### src/trs_defines.svh
// Constants of the timing reference selector: offsets, fields, resets, timing.
// Assumes a 32-bit APB register bus and a 100 MHz core clock.
`ifndef TRS_DEFINES_SVH
`define TRS_DEFINES_SVH
// ----------------------------------------
// Register byte offsets
// ----------------------------------------
`define TRS_CTRL_OFS 8'h00
`define TRS_ROUTE_OFS 8'h04
`define TRS_LIMIT_OFS 8'h08
`define TRS_STAT_OFS 8'h0C
`define TRS_FLAG_OFS 8'h10
`define TRS_PHASE_OFS 8'h14
`define TRS_PBO_OFS 8'h18
`define TRS_INCFG_OFS 8'h20
// ----------------------------------------
// Fields and limits
// ----------------------------------------
`define TRS_FLAG_FAIL_BIT 16
`define TRS_T0_BW_MAX 5'd20
`define TRS_T4_BW_MAX 2'd2
`define TRS_CTRL_RST 32'h0000_0000
`define TRS_ROUTE_RST 32'h0000_0000
`define TRS_LIMIT_RST 32'h0004_0010
`define TRS_INCFG_MON_RST 2'b01
// ----------------------------------------
// Timing
// ----------------------------------------
`define TRS_CLK_PERIOD_NS 10
`define TRS_FS_PERIOD_NS 125000
`define TRS_WIN_NS 10000
`define TRS_MF_PER_FS 4
`endif

### src/trs_pkg.sv
// Types shared by the timing reference selector.
// Assumes trs_defines.svh supplies the numeric constants.
package trs_pkg;
  // Primary path lock state, one-hot
  typedef enum logic [2:0] {
    TRS_FREE = 3'b001,
    TRS_LOCKED = 3'b010,
    TRS_HOLD = 3'b100
  } trs_t0_state_type;
  // Auxiliary path state, one-hot
  typedef enum logic [1:0] {
    TRS_AUX_IDLE = 2'b01,
    TRS_AUX_LOCK = 2'b10
  } trs_t4_state_type;
  // Per-input configuration word
  typedef struct packed {
    logic [15:0] expect_cnt;
    logic [5:0] spare;
    logic freq_mon;
    logic act_mon;
    logic [3:0] pri_aux;
    logic [3:0] pri_prim;
  } trs_incfg_type;
endpackage

### src/trs_top.sv
// Reference monitor, selector and path control of a dual-path timing device.
// Assumes synchronous APB master on CLK; clock inputs are asynchronous pins.
// Operation
// - Monitor each input for activity and frequency.
// - Beyond hard limit the input is invalid.
// - Beyond soft limit only warns, stays valid.
// - Priority zero marks input unavailable.
// - Separate priority sets per path.
// - Each path picks best valid input.
// - Reference failure follows selected input state.
// - Primary path free-run/locked/holdover, manual override.
// - Auxiliary state machine, not software commanded.
// - Manual forcing overrides automatic choice.
// - Primary nonrevertive option keeps current reference.
// - Phase build-out on switches and hits.
// - Primary bandwidth 21 settings.
// - Auxiliary bandwidth three settings.
// - Auxiliary phase difference measurement mode.
// - Same-path outputs fall together at 2kHz.
// - Seven synth engines assignable to either path.
// - Aux multiplier switchable, primary ones fixed.
// - Primary outputs aligned to chosen sync input.
// - Bypass routes divided aux reference out.
// - Frame sync 8kHz, multiframe 2kHz.
// - Failure pin mirrors flag when enabled.
//
// Implementation choices: the APB register port and the register addresses.
`timescale 1ns/1ps
`include "trs_defines.svh"
module trs_top #(
  parameter int FS_CYC = `TRS_FS_PERIOD_NS / `TRS_CLK_PERIOD_NS,
  parameter int WIN_CYC = `TRS_WIN_NS / `TRS_CLK_PERIOD_NS
) (
  // Clock and reset
  input wire logic CLK,
  input wire logic RST,
  // APB slave
  input wire logic PSEL,
  input wire logic PENABLE,
  input wire logic PWRITE,
  input wire logic [7:0] PADDR,
  input wire logic [31:0] PWDATA,
  output logic [31:0] PRDATA,
  output logic PREADY,
  output logic PSLVERR,
  // Reference clocks and frame-sync inputs
  input wire logic [7:0] IN_CLK,
  input wire logic [2:0] SYNC_IN,
  // Failure pin, three-state
  output logic REF_FAIL_O,
  output logic REF_FAIL_OE,
  // Frame outputs
  output logic FRAME_SYNC_OUT,
  output logic MULTIFRAME_SYNC_OUT,
  // Synthesizer routing and loop settings
  output logic [6:0] ENGINE_PATH,
  output logic AUX_MULT_PATH,
  output logic [6:0] BYPASS_EN,
  output logic BYPASS_CLK,
  output logic [4:0] T0_BW,
  output logic [1:0] T4_BW,
  output logic PBO_PULSE
);
  localparam int NIN = 8;
  // ----------------------------------------
  // Registers and decode
  // ----------------------------------------
  logic [31:0] ctrl_reg, route_reg, limit_reg;
  trs_pkg::trs_incfg_type cfg_reg [NIN];
  logic fail_flag_reg;
  logic [15:0] pbo_cnt_reg;
  logic [23:0] ph_val_reg;
  logic wr, acc, hit;
  logic fail_set;
  assign acc = PSEL & PENABLE;
  assign wr = acc & PWRITE;
  assign PREADY = 1'b1;
  assign hit = (PADDR[7:5] == 3'b001) || (PADDR <= `TRS_PBO_OFS && PADDR[1:0] == 2'b00);
  assign PSLVERR = acc & ~hit;
  // Control fields
  logic [2:0] t0_force_sel, t4_force_sel, meas_a, meas_b;
  logic t0_force_en, t4_force_en, nonrev, t0_man_en, pin_en, meas_en;
  logic [1:0] t0_man_code, sync_sel, sync_rate;
  assign t0_force_sel = ctrl_reg[2:0];
  assign t0_force_en = ctrl_reg[3];
  assign t4_force_sel = ctrl_reg[6:4];
  assign t4_force_en = ctrl_reg[7];
  assign nonrev = ctrl_reg[8];
  assign t0_man_en = ctrl_reg[9];
  assign t0_man_code = ctrl_reg[11:10];
  assign pin_en = ctrl_reg[19];
  assign meas_en = ctrl_reg[20];
  assign meas_a = ctrl_reg[23:21];
  assign meas_b = ctrl_reg[26:24];
  assign sync_sel = route_reg[16:15];
  assign sync_rate = route_reg[18:17];
  // Register writes; the failure flag sits below with its own set path
  always_ff @(posedge CLK or posedge RST) begin
    if (RST) begin
      ctrl_reg <= `TRS_CTRL_RST;
      route_reg <= `TRS_ROUTE_RST;
      limit_reg <= `TRS_LIMIT_RST;
      for (int i = 0; i < NIN; i++) begin
        cfg_reg[i] <= {16'h0000, 6'h00, `TRS_INCFG_MON_RST, 4'(i + 1), 4'(i + 1)};
      end
    end else if (wr) begin
      if (PADDR == `TRS_CTRL_OFS) begin
        ctrl_reg <= PWDATA;
      end else if (PADDR == `TRS_ROUTE_OFS) begin
        route_reg <= PWDATA;
      end else if (PADDR == `TRS_LIMIT_OFS) begin
        limit_reg <= PWDATA;
      end else if (PADDR[7:5] == 3'b001) begin
        cfg_reg[PADDR[4:2]] <= PWDATA;
      end
    end
  end
  // ----------------------------------------
  // Input monitors
  // ----------------------------------------
  logic [NIN-1:0] in_m_reg, in_s_reg, in_d_reg, in_rise;
  logic [15:0] win_cnt_reg;
  logic win_end;
  logic [15:0] edge_cnt_reg [NIN];
  logic [NIN-1:0] active_reg, hard_reg, soft_reg, valid;
  // Two-stage synchroniser, then one delay for edge detect
  always_ff @(posedge CLK or posedge RST) begin
    if (RST) begin
      in_m_reg <= '0;
      in_s_reg <= '0;
      in_d_reg <= '0;
    end else begin
      in_m_reg <= IN_CLK;
      in_s_reg <= in_m_reg;
      in_d_reg <= in_s_reg;
    end
  end
  assign in_rise = in_s_reg & ~in_d_reg;
  assign win_end = win_cnt_reg == 16'(WIN_CYC - 1);
  // Measurement window timer
  always_ff @(posedge CLK or posedge RST) begin
    if (RST) begin
      win_cnt_reg <= '0;
    end else begin
      win_cnt_reg <= win_end ? 16'h0000 : win_cnt_reg + 16'h0001;
    end
  end
  // Absolute difference of measured and expected counts
  function automatic logic [15:0] trs_dev(input logic [15:0] a, input logic [15:0] b);
    trs_dev = (a > b) ? a - b : b - a;
  endfunction
  // Edge counts judged once per window; input rates are capped by sampling
  always_ff @(posedge CLK or posedge RST) begin
    if (RST) begin
      active_reg <= '0;
      hard_reg <= '0;
      soft_reg <= '0;
      for (int i = 0; i < NIN; i++) begin
        edge_cnt_reg[i] <= '0;
      end
    end else begin
      for (int i = 0; i < NIN; i++) begin
        if (win_end) begin
          edge_cnt_reg[i] <= '0;
          active_reg[i] <= (edge_cnt_reg[i] != 16'h0000) | in_rise[i];
          hard_reg[i] <= trs_dev(edge_cnt_reg[i], cfg_reg[i].expect_cnt) > limit_reg[15:0];
          soft_reg[i] <= trs_dev(edge_cnt_reg[i], cfg_reg[i].expect_cnt) > limit_reg[31:16];
        end else if (in_rise[i]) begin
          edge_cnt_reg[i] <= edge_cnt_reg[i] + 16'h0001;
        end
      end
    end
  end
  // Soft excursion is only a warning, never part of validity
  always_comb begin
    for (int i = 0; i < NIN; i++) begin
      valid[i] = (~cfg_reg[i].act_mon | active_reg[i]) &
                 (~cfg_reg[i].freq_mon | ~(hard_reg[i] & active_reg[i]));
    end
  end
  // ----------------------------------------
  // Reference selection
  // ----------------------------------------
  // Returns {found, index}; lowest number is best, ties go to lower index
  function automatic logic [3:0] trs_pick(input logic [4*NIN-1:0] pri, input logic [NIN-1:0] ok);
    logic [3:0] best;
    logic [3:0] res;
    best = 4'hF;
    res = 4'h0;
    for (int i = NIN - 1; i >= 0; i--) begin
      if (ok[i] && pri[4*i+:4] != 4'h0 && pri[4*i+:4] <= best) begin
        best = pri[4*i+:4];
        res = {1'b1, 3'(i)};
      end
    end
    trs_pick = res;
  endfunction
  logic [4*NIN-1:0] pri0_vec, pri4_vec;
  logic [3:0] pick0, pick4;
  always_comb begin
    for (int i = 0; i < NIN; i++) begin
      pri0_vec[4*i+:4] = cfg_reg[i].pri_prim;
      pri4_vec[4*i+:4] = cfg_reg[i].pri_aux;
    end
  end
  assign pick0 = trs_pick(pri0_vec, valid);
  assign pick4 = trs_pick(pri4_vec, valid);
  logic [2:0] t0_sel_reg, t4_sel_reg;
  logic t0_have_reg, t4_have_reg, ref_ok0, ref_ok4;
  assign ref_ok0 = t0_have_reg & valid[t0_sel_reg];
  assign ref_ok4 = t4_have_reg & valid[t4_sel_reg];
  // Primary choice: forcing first, then nonrevertive hold, then priority
  always_ff @(posedge CLK or posedge RST) begin
    if (RST) begin
      t0_sel_reg <= '0;
      t0_have_reg <= 1'b0;
    end else if (t0_force_en) begin
      t0_sel_reg <= t0_force_sel;
      t0_have_reg <= 1'b1;
    end else if (nonrev && ref_ok0) begin
      t0_sel_reg <= t0_sel_reg;
    end else begin
      t0_sel_reg <= pick0[3] ? pick0[2:0] : t0_sel_reg;
      t0_have_reg <= pick0[3];
    end
  end
  // Auxiliary choice, always revertive
  always_ff @(posedge CLK or posedge RST) begin
    if (RST) begin
      t4_sel_reg <= '0;
      t4_have_reg <= 1'b0;
    end else if (t4_force_en) begin
      t4_sel_reg <= t4_force_sel;
      t4_have_reg <= 1'b1;
    end else begin
      t4_sel_reg <= pick4[3] ? pick4[2:0] : t4_sel_reg;
      t4_have_reg <= pick4[3];
    end
  end
  // ----------------------------------------
  // Path state machines
  // ----------------------------------------
  trs_pkg::trs_t0_state_type t0_state_reg;
  trs_pkg::trs_t4_state_type t4_state_reg;
  // Locking needs one full clean window; loss acts at once
  always_ff @(posedge CLK or posedge RST) begin
    if (RST) begin
      t0_state_reg <= trs_pkg::TRS_FREE;
    end else if (t0_man_en) begin
      case (t0_man_code)
        2'd1: t0_state_reg <= trs_pkg::TRS_LOCKED;
        2'd2: t0_state_reg <= trs_pkg::TRS_HOLD;
        default: t0_state_reg <= trs_pkg::TRS_FREE;
      endcase
    end else begin
      case (t0_state_reg)
        trs_pkg::TRS_FREE: begin
          if (ref_ok0 && win_end) begin
            t0_state_reg <= trs_pkg::TRS_LOCKED;
          end
        end
        trs_pkg::TRS_LOCKED: begin
          if (!ref_ok0) begin
            t0_state_reg <= trs_pkg::TRS_HOLD;
          end
        end
        trs_pkg::TRS_HOLD: begin
          if (ref_ok0 && win_end) begin
            t0_state_reg <= trs_pkg::TRS_LOCKED;
          end
        end
        default: t0_state_reg <= trs_pkg::TRS_FREE;
      endcase
    end
  end
  // Auxiliary machine has no software command input
  always_ff @(posedge CLK or posedge RST) begin
    if (RST) begin
      t4_state_reg <= trs_pkg::TRS_AUX_IDLE;
    end else begin
      case (t4_state_reg)
        trs_pkg::TRS_AUX_IDLE: begin
          if (ref_ok4 && win_end) begin
            t4_state_reg <= trs_pkg::TRS_AUX_LOCK;
          end
        end
        trs_pkg::TRS_AUX_LOCK: begin
          if (!ref_ok4) begin
            t4_state_reg <= trs_pkg::TRS_AUX_IDLE;
          end
        end
        default: t4_state_reg <= trs_pkg::TRS_AUX_IDLE;
      endcase
    end
  end
  // ----------------------------------------
  // Phase build-out and failure flag
  // ----------------------------------------
  logic [2:0] t0_sel_d_reg;
  logic soft_sel_d_reg, pbo_ev;
  // A reference switch or a soft excursion of the reference counts as a hit
  assign pbo_ev = (t0_sel_reg != t0_sel_d_reg) | (soft_reg[t0_sel_reg] & ~soft_sel_d_reg);
  always_ff @(posedge CLK or posedge RST) begin
    if (RST) begin
      t0_sel_d_reg <= '0;
      soft_sel_d_reg <= 1'b0;
      PBO_PULSE <= 1'b0;
      pbo_cnt_reg <= '0;
    end else begin
      t0_sel_d_reg <= t0_sel_reg;
      soft_sel_d_reg <= soft_reg[t0_sel_reg];
      PBO_PULSE <= pbo_ev && t0_state_reg == trs_pkg::TRS_LOCKED;
      if (pbo_ev && t0_state_reg == trs_pkg::TRS_LOCKED) begin
        pbo_cnt_reg <= pbo_cnt_reg + 16'h0001;
      end
    end
  end
  // Set wins over a write-one clear in the same cycle
  assign fail_set = ~ref_ok0;
  always_ff @(posedge CLK or posedge RST) begin
    if (RST) begin
      fail_flag_reg <= 1'b0;
    end else if (fail_set) begin
      fail_flag_reg <= 1'b1;
    end else if (wr && PADDR == `TRS_FLAG_OFS && PWDATA[`TRS_FLAG_FAIL_BIT]) begin
      fail_flag_reg <= 1'b0;
    end
  end
  assign REF_FAIL_O = fail_flag_reg & pin_en;
  assign REF_FAIL_OE = pin_en;
  // ----------------------------------------
  // Phase measurement and bypass
  // ----------------------------------------
  logic ph_run_reg, byp_clk_reg;
  logic [23:0] ph_cnt_reg;
  logic [3:0] byp_cnt_reg;
  // Counts cycles from an edge of input a to the next edge of input b
  always_ff @(posedge CLK or posedge RST) begin
    if (RST) begin
      ph_run_reg <= 1'b0;
      ph_cnt_reg <= '0;
      ph_val_reg <= '0;
    end else if (!meas_en) begin
      ph_run_reg <= 1'b0;
    end else if (ph_run_reg && in_rise[meas_b]) begin
      ph_run_reg <= 1'b0;
      ph_val_reg <= ph_cnt_reg;
    end else if (!ph_run_reg && in_rise[meas_a]) begin
      ph_run_reg <= 1'b1;
      ph_cnt_reg <= 24'h000001;
    end else if (ph_run_reg) begin
      ph_cnt_reg <= ph_cnt_reg + 24'h000001;
    end
  end
  // Divided aux reference; toggles every div+1 rising edges
  always_ff @(posedge CLK or posedge RST) begin
    if (RST) begin
      byp_cnt_reg <= '0;
      byp_clk_reg <= 1'b0;
    end else if (in_rise[t4_sel_reg]) begin
      if (byp_cnt_reg >= route_reg[22:19]) begin
        byp_cnt_reg <= '0;
        byp_clk_reg <= ~byp_clk_reg;
      end else begin
        byp_cnt_reg <= byp_cnt_reg + 4'h1;
      end
    end
  end
  assign BYPASS_CLK = byp_clk_reg;
  assign BYPASS_EN = route_reg[14:8];
  assign ENGINE_PATH = route_reg[6:0];
  assign AUX_MULT_PATH = route_reg[7];
  // Out-of-range codes clamp to the slowest-end legal setting
  assign T0_BW = (ctrl_reg[16:12] > `TRS_T0_BW_MAX) ? `TRS_T0_BW_MAX : ctrl_reg[16:12];
  assign T4_BW = (ctrl_reg[18:17] > `TRS_T4_BW_MAX) ? `TRS_T4_BW_MAX : ctrl_reg[18:17];
  // ----------------------------------------
  // Frame and multiframe sync
  // ----------------------------------------
  logic [2:0] sy_m_reg, sy_s_reg, sy_d_reg;
  logic [15:0] fs_cnt_reg;
  logic [1:0] quarter_reg, sync_cnt_reg, sync_lim;
  logic sync_rise, fs_wrap;
  always_ff @(posedge CLK or posedge RST) begin
    if (RST) begin
      sy_m_reg <= '0;
      sy_s_reg <= '0;
      sy_d_reg <= '0;
    end else begin
      sy_m_reg <= SYNC_IN;
      sy_s_reg <= sy_m_reg;
      sy_d_reg <= sy_s_reg;
    end
  end
  assign sync_rise = (sync_sel != 2'd0) && sy_s_reg[sync_sel - 2'd1] && !sy_d_reg[sync_sel - 2'd1];
  assign sync_lim = (sync_rate == 2'd0) ? 2'd0 : (sync_rate == 2'd1) ? 2'd1 : 2'd3;
  assign fs_wrap = fs_cnt_reg == 16'(FS_CYC - 1);
  // Every first, second or fourth sync edge, chosen by sync_rate, restarts the multiframe
  always_ff @(posedge CLK or posedge RST) begin
    if (RST) begin
      fs_cnt_reg <= '0;
      quarter_reg <= '0;
      sync_cnt_reg <= '0;
    end else if (sync_rise && sync_cnt_reg >= sync_lim) begin
      sync_cnt_reg <= '0;
      fs_cnt_reg <= '0;
      quarter_reg <= '0;
    end else begin
      if (sync_rise) begin
        sync_cnt_reg <= sync_cnt_reg + 2'd1;
      end
      fs_cnt_reg <= fs_wrap ? 16'h0000 : fs_cnt_reg + 16'h0001;
      if (fs_wrap) begin
        quarter_reg <= quarter_reg + 2'd1;
      end
    end
  end
  // Both high in the second half, so falling edges meet at the wrap
  always_ff @(posedge CLK or posedge RST) begin
    if (RST) begin
      FRAME_SYNC_OUT <= 1'b0;
      MULTIFRAME_SYNC_OUT <= 1'b0;
    end else begin
      FRAME_SYNC_OUT <= fs_cnt_reg >= 16'(FS_CYC / 2);
      MULTIFRAME_SYNC_OUT <= quarter_reg[1];
    end
  end
  // ----------------------------------------
  // Read data
  // ----------------------------------------
  always_ff @(posedge CLK or posedge RST) begin
    if (RST) begin
      PRDATA <= '0;
    end else if (PSEL && !PENABLE && !PWRITE) begin
      if (PADDR == `TRS_CTRL_OFS) begin
        PRDATA <= ctrl_reg;
      end else if (PADDR == `TRS_ROUTE_OFS) begin
        PRDATA <= route_reg;
      end else if (PADDR == `TRS_LIMIT_OFS) begin
        PRDATA <= limit_reg;
      end else if (PADDR == `TRS_STAT_OFS) begin
        PRDATA <= {17'h00000, t4_state_reg, t0_state_reg, ref_ok4, ref_ok0,
                   1'b0, t4_sel_reg, 1'b0, t0_sel_reg};
      end else if (PADDR == `TRS_FLAG_OFS) begin
        PRDATA <= {15'h0000, fail_flag_reg, soft_reg, valid};
      end else if (PADDR == `TRS_PHASE_OFS) begin
        PRDATA <= {8'h00, ph_val_reg};
      end else if (PADDR == `TRS_PBO_OFS) begin
        PRDATA <= {16'h0000, pbo_cnt_reg};
      end else if (PADDR[7:5] == 3'b001) begin
        PRDATA <= cfg_reg[PADDR[4:2]];
      end else begin
        PRDATA <= '0;
      end
    end
  end
  // ----------------------------------------
  // Assertions
  // ----------------------------------------
  force_sel_a: assert property (@(posedge CLK) disable iff (RST)
    t0_force_en |=> t0_sel_reg == $past(t0_force_sel)) else $error("forced ref not taken");
  auto_pick_a: assert property (@(posedge CLK) disable iff (RST)
    !t0_force_en && !nonrev && pick0[3] |=> t0_sel_reg == $past(pick0[2:0]))
    else $error("best input not selected");
  nonrev_hold_a: assert property (@(posedge CLK) disable iff (RST)
    !t0_force_en && nonrev && ref_ok0 |=> $stable(t0_sel_reg)) else $error("nonrev switched");
  hold_entry_a: assert property (@(posedge CLK) disable iff (RST)
    !t0_man_en && t0_state_reg == trs_pkg::TRS_LOCKED && !ref_ok0
    |=> t0_state_reg == trs_pkg::TRS_HOLD) else $error("no holdover on loss");
  free_stay_a: assert property (@(posedge CLK) disable iff (RST)
    !t0_man_en && t0_state_reg == trs_pkg::TRS_FREE && !ref_ok0
    |=> t0_state_reg == trs_pkg::TRS_FREE) else $error("left free-run without ref");
  fail_set_a: assert property (@(posedge CLK) disable iff (RST)
    !ref_ok0 |=> fail_flag_reg) else $error("failure flag not set");
  fail_pin_a: assert property (@(posedge CLK) disable iff (RST)
    pin_en && $rose(fail_flag_reg) |-> REF_FAIL_O && REF_FAIL_OE) else $error("pin not mirrored");
  bw_range_a: assert property (@(posedge CLK) disable iff (RST)
    T0_BW <= 5'd20 && T4_BW <= 2'd2) else $error("bandwidth code out of range");
  frame_fall_a: assert property (@(posedge CLK) disable iff (RST)
    $fell(MULTIFRAME_SYNC_OUT) |-> $fell(FRAME_SYNC_OUT)) else $error("sync edges apart");
  pbo_pulse_a: assert property (@(posedge CLK) disable iff (RST)
    t0_state_reg == trs_pkg::TRS_LOCKED && t0_sel_reg != t0_sel_d_reg |=> PBO_PULSE)
    else $error("no build-out on switch");
endmodule

### config.mk
export PLATFORM = sky130hd
export DESIGN_NAME = trs_top
export DESIGN_NICKNAME = d
export VERILOG_FILES = /design/src/trs_pkg.sv /design/src/trs_top.sv
export VERILOG_INCLUDE_DIRS = /design/src /design/src/src
export SDC_FILE = /design/constraint.sdc
export NUM_CORES = 2
export LEC_CHECK = 0
export ABC_CLOCK_PERIOD_IN_PS = 25900
export BUFFER_PORTS_ARGS = -buffer_cell sky130_fd_sc_hd__buf_2
export CAP_MARGIN = 30
export CELL_PAD_IN_SITES_DETAIL_PLACEMENT = 0
export CELL_PAD_IN_SITES_GLOBAL_PLACEMENT = 1
export CORE_MARGIN = 3
export CORE_UTILIZATION = 47
export CTS_CLUSTER_DIAMETER = 80
export CTS_CLUSTER_SIZE = 24
export DETAILED_ROUTE_END_ITERATION = 6
export GPL_TIMING_DRIVEN = 0
export PLACE_DENSITY_LB_ADDON = 0.2
export SETUP_SLACK_MARGIN = 0.1
export SLEW_MARGIN = 20
export SYNTH_ARGS = -nofsm -noshare
export SYNTH_HDL_FRONTEND = slang
export SYNTH_SLANG_ARGS = --single-unit
### constraint.sdc
create_clock -name CLK -period 25.9 [get_ports CLK]
set_clock_uncertainty 0.05 [all_clocks]
set_input_delay 1.295 -clock CLK [delete_from_list [all_inputs] [get_ports CLK]]
set_output_delay 1.295 -clock CLK [all_outputs]
set_load 0.03 [all_outputs]
# [Word-level counts from Yosys, hierarchy flattened]
# Cells that the tools add are included.
[word_totals] ff_bits=696 inputBits=56 output_inout_bits=62 word_cells=506
[op_classes] addsub=32 order_cmp=53 n_eq_ne=25 n_mux=119 bitwise_logic=82 n_reduce_logical=104
[ops] op="$mux W16" n=27
[ops] op="$gt A16 B16 Y1" n=24
[ops] op="$mux W32" n=11
[ops] op="$bwmux W256" n=1
[ops] op="$sub A16 B16 Y16" n=16
[ops] op="$add A16 B1 Y16 const B" n=11
[ops] op="$reduce_bool A16 Y1" n=8
[ops] op="$mux W4" n=31
[ops] op="$bmux W32 S3" n=1
[ops] op="$demux W32 S3" n=1
[ops] op="$reduce_bool A4 Y1" n=16
[ops] op="$le A4 B4 Y1" n=14
[ops] op="$mux W24" n=2
[ops] op="$logic_and A1 B1 Y1" n=47
[ops] op="$not A1 Y1" n=31
[ops] op="$reduce_bool A2 Y1" n=14
[ops] op="$or A1 B1 Y1" n=25
[ops] op="$add A24 B1 Y24 const B" n=1
[ops] op="$eq A8 B5 Y1 const B" n=3
[ops] op="$mux W3" n=8
[ops] op="$and A1 B1 Y1" n=23
[ops] op="$bmux W1 S3" n=6
[ops] op="$mux W2" n=9
[ops] op="$eq A16 B10 Y1 const B" n=1
[ops] op="44 further kinds" n=84

# [Longest topological paths before layout]
[logic_depth] word_depth=31 ltp_mapped=76 depth_no_buf=74

# [Worst setup path after synthesis]
# No wires, ideal clock.
[synth_path] path_type="register to register" startpoint="register cfg_reg[2] in the netlist's numbering" endpoint="register t0_sel_reg[0]" setup_time_ns=0.128 arrival_time_ns=11.659 required_time_ns=25.722 slack_ns=14.063 stages_incl_launch_ff=67 n_path_buf=4 synth_period_minus_slack_ns=11.837 path_cell_list="dfrtp_1 > or3_1 > o21ai_0 > nor2_1 > ha_1 > and2_1 > mux2_2 > o211ai_1 > and2_1 > buf_6 > nor2_1 > a21oi_1 > inv_1 > ha_1 > nand2_1 > o21bai_1 > and2_1 > clkbuf_1 > [... 31 more ...] > nand2b_1 > a21oi_1 > a41oi_1 > nor2b_1 > o41ai_1 > inv_1 > o21a_1 > ha_1 > nor2b_1 > o21ai_0 > nand2b_1 > a21oi_1 > a41o_1 > a31oi_1 > nand2_1 > or3_1 > o41ai_4 > mux2_1"
[synth_between] elab_chain_len=28 elab_cells_between_ends=38 classes_between="8 x order compare; 18 x mux; 12 x reduce/logical"
[synth_lines] item="start: declaration" line="trs_top.sv:69" source="trs_pkg::trs_incfg_type cfg_reg [NIN];"
[synth_lines] item="start signal: indexed assignment" line="trs_top.sv:104" source="cfg_reg[i] <= {16'h0000, 6'h00, `TRS_INCFG_MON_RST, 4'(i + 1), 4'(i + 1)};"
[synth_lines] item="parallel branches: the longest is 24 deep, another holds $le A4 B4 Y1"
[synth_lines] item="$mux W4 (*)" line="trs_top.sv:191" source="if (ok[i] && pri[4*i+:4] != 4'h0 && pri[4*i+:4] <= best) begin"
[synth_lines] item="$mux W3" line="trs_top.sv:223" source="t0_sel_reg <= pick0[3] ? pick0[2:0] : t0_sel_reg;"
[synth_lines] item="$mux W3" line="trs_top.sv:220" source="end else if (nonrev && ref_ok0) begin"
[synth_lines] item="$mux W3" line="trs_top.sv:217" source="end else if (t0_force_en) begin"
[synth_lines] item="end signal: assignment" line="trs_top.sv:218" source="t0_sel_reg <= t0_force_sel;"
[synth_lines] item="end signal: assignment" line="trs_top.sv:221" source="t0_sel_reg <= t0_sel_reg;"
[synth_lines] item="end signal: assignment" line="trs_top.sv:223"
[synth_lines] item="end: declaration" line="trs_top.sv:208" source="logic [2:0] t0_sel_reg, t4_sel_reg;"
# Mark *: on every way between the ends. The select of a mux whose other input is x is not followed.
# A chain may end at the register's enable or synchronous reset.

# [Final worst setup path]
[layout_path] startpoint="register hard_reg[7]" endpoint="register t0_sel_reg[0]"
[layout_between] elab_chain_len=31 elab_cells_between_ends=45 classes_between="7 x order compare; 1 x eq/ne; 20 x mux; 5 x bitwise; 12 x reduce/logical"
[layout_lines] item="start: declaration" line="trs_top.sv:125" source="logic [NIN-1:0] active_reg, hard_reg, soft_reg, valid;"
[layout_lines] item="start signal: indexed assignment" line="trs_top.sv:166" source="hard_reg[i] <= trs_dev(edge_cnt_reg[i], cfg_reg[i].expect_cnt) > limit_reg[15:0];"
[layout_lines] item="$and A1 B1 Y1 (*)" line="trs_top.sv:178" source="(~cfg_reg[i].freq_mon | ~(hard_reg[i] & active_reg[i]));"
[layout_lines] item="$not A1 Y1 (*)" line="trs_top.sv:178"
[layout_lines] item="$or A1 B1 Y1 (*)" line="trs_top.sv:178"
[layout_lines] item="$and A1 B1 Y1 (*)" line="trs_top.sv:177" source="valid[i] = (~cfg_reg[i].act_mon | active_reg[i]) &"
[layout_lines] item="$logic_and A1 B1 Y1 (2 in series)" line="trs_top.sv:191"
[layout_lines] item="$mux W4" line="trs_top.sv:191"
[layout_lines] item="$le A4 B4 Y1" line="trs_top.sv:191"
[layout_lines] item="$logic_and A1 B1 Y1" line="trs_top.sv:191"
[layout_lines] item="[... 14 more ...]"
[layout_lines] item="$logic_and A1 B1 Y1" line="trs_top.sv:191"
[layout_lines] item="$mux W4" line="trs_top.sv:191"
[layout_lines] item="$le A4 B4 Y1" line="trs_top.sv:191"
[layout_lines] item="$logic_and A1 B1 Y1" line="trs_top.sv:191"
[layout_lines] item="$mux W4" line="trs_top.sv:191"
[layout_lines] item="$mux W3" line="trs_top.sv:223"
[layout_lines] item="$mux W3" line="trs_top.sv:220"
[layout_lines] item="$mux W3" line="trs_top.sv:217"
# Mark *: on every way between the ends. The rest lies on a longest branch, timed or not. The select of a mux whose other input is x is not followed.

==> reports/metrics.cfg <==
[critical_path]
cp.required_ps = 26470
max_stage_delay_ps = 560
end_kind = register
r2r_cells = 68
crit_type = register to register
crit_fanout = 9
critPathArrivalTime_ps = 15330
critical_path.slowest_cell = nor2_1
start_kind = register
cp_num_cells = 68
worst-path-buf-inv = 7
worst_path_most_repeated_cell = ha_1
critPathTopFamily = simple AND/OR/NAND/NOR gates

[sta]
hold_viol = 0
fin_ws_ps = 11140
final.min_clock_period_ps = 14760
fin_worst_hold_slack_ps = 302.8
grt_setup_unrepaired = no
period_share_pct = 56.99
fmax_mhz = 67.74
maxSlewViolCount = 0
slew_headroom_pct = 26.49
tightest_slew_ps = 1103
setup_viol = 0

[global_route]
track_usage_pct = 33.74
gr-total-overflow = 0
grt_pass1_vias = 42245
grt_pass1_wl_um = 283400
grt_max_degree = 102
antenna_found_initial = 18

[power]
p_per_area_nw_per_um2 = 71.54
p_sw_mw = 1.695
switching_share_pct = 42.05
clkPwrFrac_pct = 21.5
power_frac_comb_pct = 46.5
intPower_mw = 2.335
p_seq_share_pct = 32.1
ir_drop_mv = 0.05754
power_leakage_nw = 27.14

[clocking]
cts_root_buffer = clkbuf_16
holdBufCountCts = 0
cts_tree = yes
cts_sinks = 696
cts_setup_buffers = 0
clk_pin_slew_ps = 110
cts.path.max_buffers = 3
cts_max_level = 2
clock_latency_ps = 730
cts_inserted_buffers = 49
cts_resized = 0

[yosys]
syn_nets = 6169
synth-seq-cells = 696
async_flop_share_pct = 100.0
synthCells = 5514
avgSynthCellArea_um2 = 9.344
ys_warn_count = 0
synth_top_cell_area_share_pct = 31.96
yosysSeqAreaShare_pct = 33.90
synth_area_um2 = 51520
ys.flop_type = dfrtp_1
synth_cell_type_count = 90
synth_area_leaders = dfrtp_1 (32%), ha_1 (14%), mux2_2 (6.1%), o21ai_0 (4.3%), a21oi_1 (3.7%)
synth_edf_count = 0
synth_area_leader_cell = dfrtp_1

[detailed_routing]
vias = 44235
wl_um = 194400
detail-route-antenna-nets = 0
drc = 0
drt_iter0_drc = 4705
dr.pass1.iters = 6
wl_per_cell_um = 27.12
viasPerCell = 6.170

[place]
io_buffers = 113
gp_congestion = 0.9822
post-place-ws_ps = 11350
dpl.hpwl_um = 150700

[floorplanning]
core_um2 = 108000
die_h_um = 337.1
die_w_um = 337.1
die_area_um2 = 113600
ios = 118
rows = 120
start_util_pct = 47.73

[hold_path]
holdPathStages = 0
hold_path_class = register to register

[job]
maxCapViolations = 0

[layout]
area_growth_pct = 9.337
drive_gt1_share_pct = 12.43
final_common_cell = dfrtp_1
layout_common_cells = dfrtp_1 (658), ha_1 (583), o21ai_0 (438)
layout.nets = 6378
largest_reg_flops = 256

[run_status]
status = finished clean

[kinds of logic (layout without fill, tap and decap cells)]
| kind of cell | Yosys count | in the layout | share of synthesized area [%] |
|---|---|---|---|
| buffers and inverters | 691 | 938 | 5.199 |
| flip-flops | 696 | 696 | 33.90 |
| adder cells (fa/ha/maj) | 600 | 600 | 14.80 |
| AND/OR/NAND/NOR | 1404 | 1404 | 13.29 |
| multiplexers | 453 | 453 | 11.33 |
| other | 1 | 6 | 0.007278 |
| AO/OA/AOI/OAI | 1384 | 1384 | 16.64 |
| XOR/XNOR | 285 | 285 | 4.845 |
[worst register-to-register path: cells and delay by family, from the launching register on]
kind                     cells  cell delay, ps
multiplexers                 6            1880
flip-flops                   1             550
AO/OA/AOI/OAI               24            4270
AND/OR/NAND/NOR             24            4570
adder cells (fa/ha/maj)      7            2160
buffers and inverters        7            1190
[stage by stage]
step	TNS [ps]	power, mW	cells	instance area [um^2]	util, %
finish	0	4.030	7169	56340	52.18
global route	0	4.287	7164	56320	52.17
CTS	0	4.009	7154	56170	52.03
detailed placement	0	3.144	7065	54510	50.50
global placement	-2245610	3.101	7030	53850	49.88
floorplan	0	2.636	5514	51520	-
[routing by layer]
| metal | global-route usage [%] | vias up | share of wire, % |
|---|---|---|---|
| li1 | - | 20009 | - |
| met4 | 15.14 | 12 | 5.4 |
| met3 | 8.002 | 469 | 9.4 |
| met2 | 51.81 | 1960 | 44 |
| met5 | 0 | - | 0.041 |
| met1 | 45.28 | 21785 | 42 |
[area by class of cell]
| type | instances | area, um^2 |
|---|---|---|
| fillers | 10064 | 51620 |
| multi-input cells | 4127 | 31450 |
| flip-flops and latches | 696 | 17460 |
| well taps | 1403 | 1755 |
| inverters | 418 | 1577 |
| repair buffers | 158 | 1285 |
| clock buffers | 56 | 1272 |
| plain buffers | 273 | 1141 |
| clock inverters | 33 | 381.6 |
| diodes | 5 | 12.51 |
[power groups by stage]
stage	logic, mW	registers (mW)	clock network (mW)
6_report	1.87	1.29	0.865
5_1_grt	2.07	1.30	0.913
4_1_cts	1.85	1.29	0.875
3_5_place_dp	1.84	1.31	0
3_3_place_gp	1.79	1.31	0
2_1_floorplan	1.37	1.27	0
[cells in the mapped netlist (106+ instances only)]
master    count
a21oi_1     377
inv_1       418
ha_1        583
nor2b_1     106
mux2_2      278
nor2_1      332
o21ai_0     438
dfrtp_1     658
clkbuf_1    226
xnor2_1     200
nand2_1     426
a21o_1      235
nand4_1     141
[worst paths after layout]
check / endpoint / from / slack (ps)
setup / recovery: t0_sel_reg[0]$_DFFE_PP0P_ / hard_reg[7]$_DFFE_PP0N_ / 11140
hold / removal: in_s_reg[0]$_DFF_PP0_ / in_m_reg[0]$_DFF_PP0_ / 300
setup reg to reg: t0_sel_reg[0]$_DFFE_PP0P_ / hard_reg[7]$_DFFE_PP0N_ / 11140
hold reg to reg: in_s_reg[0]$_DFF_PP0_ / in_m_reg[0]$_DFF_PP0_ / 300
max in group asynchronous: edge_cnt_reg[42]$_DFFE_PP0P_ / RST / 23370
min in group asynchronous: edge_cnt_reg[114]$_DFFE_PP0P_ / RST / 700
(Power assumes the default switching activity.)
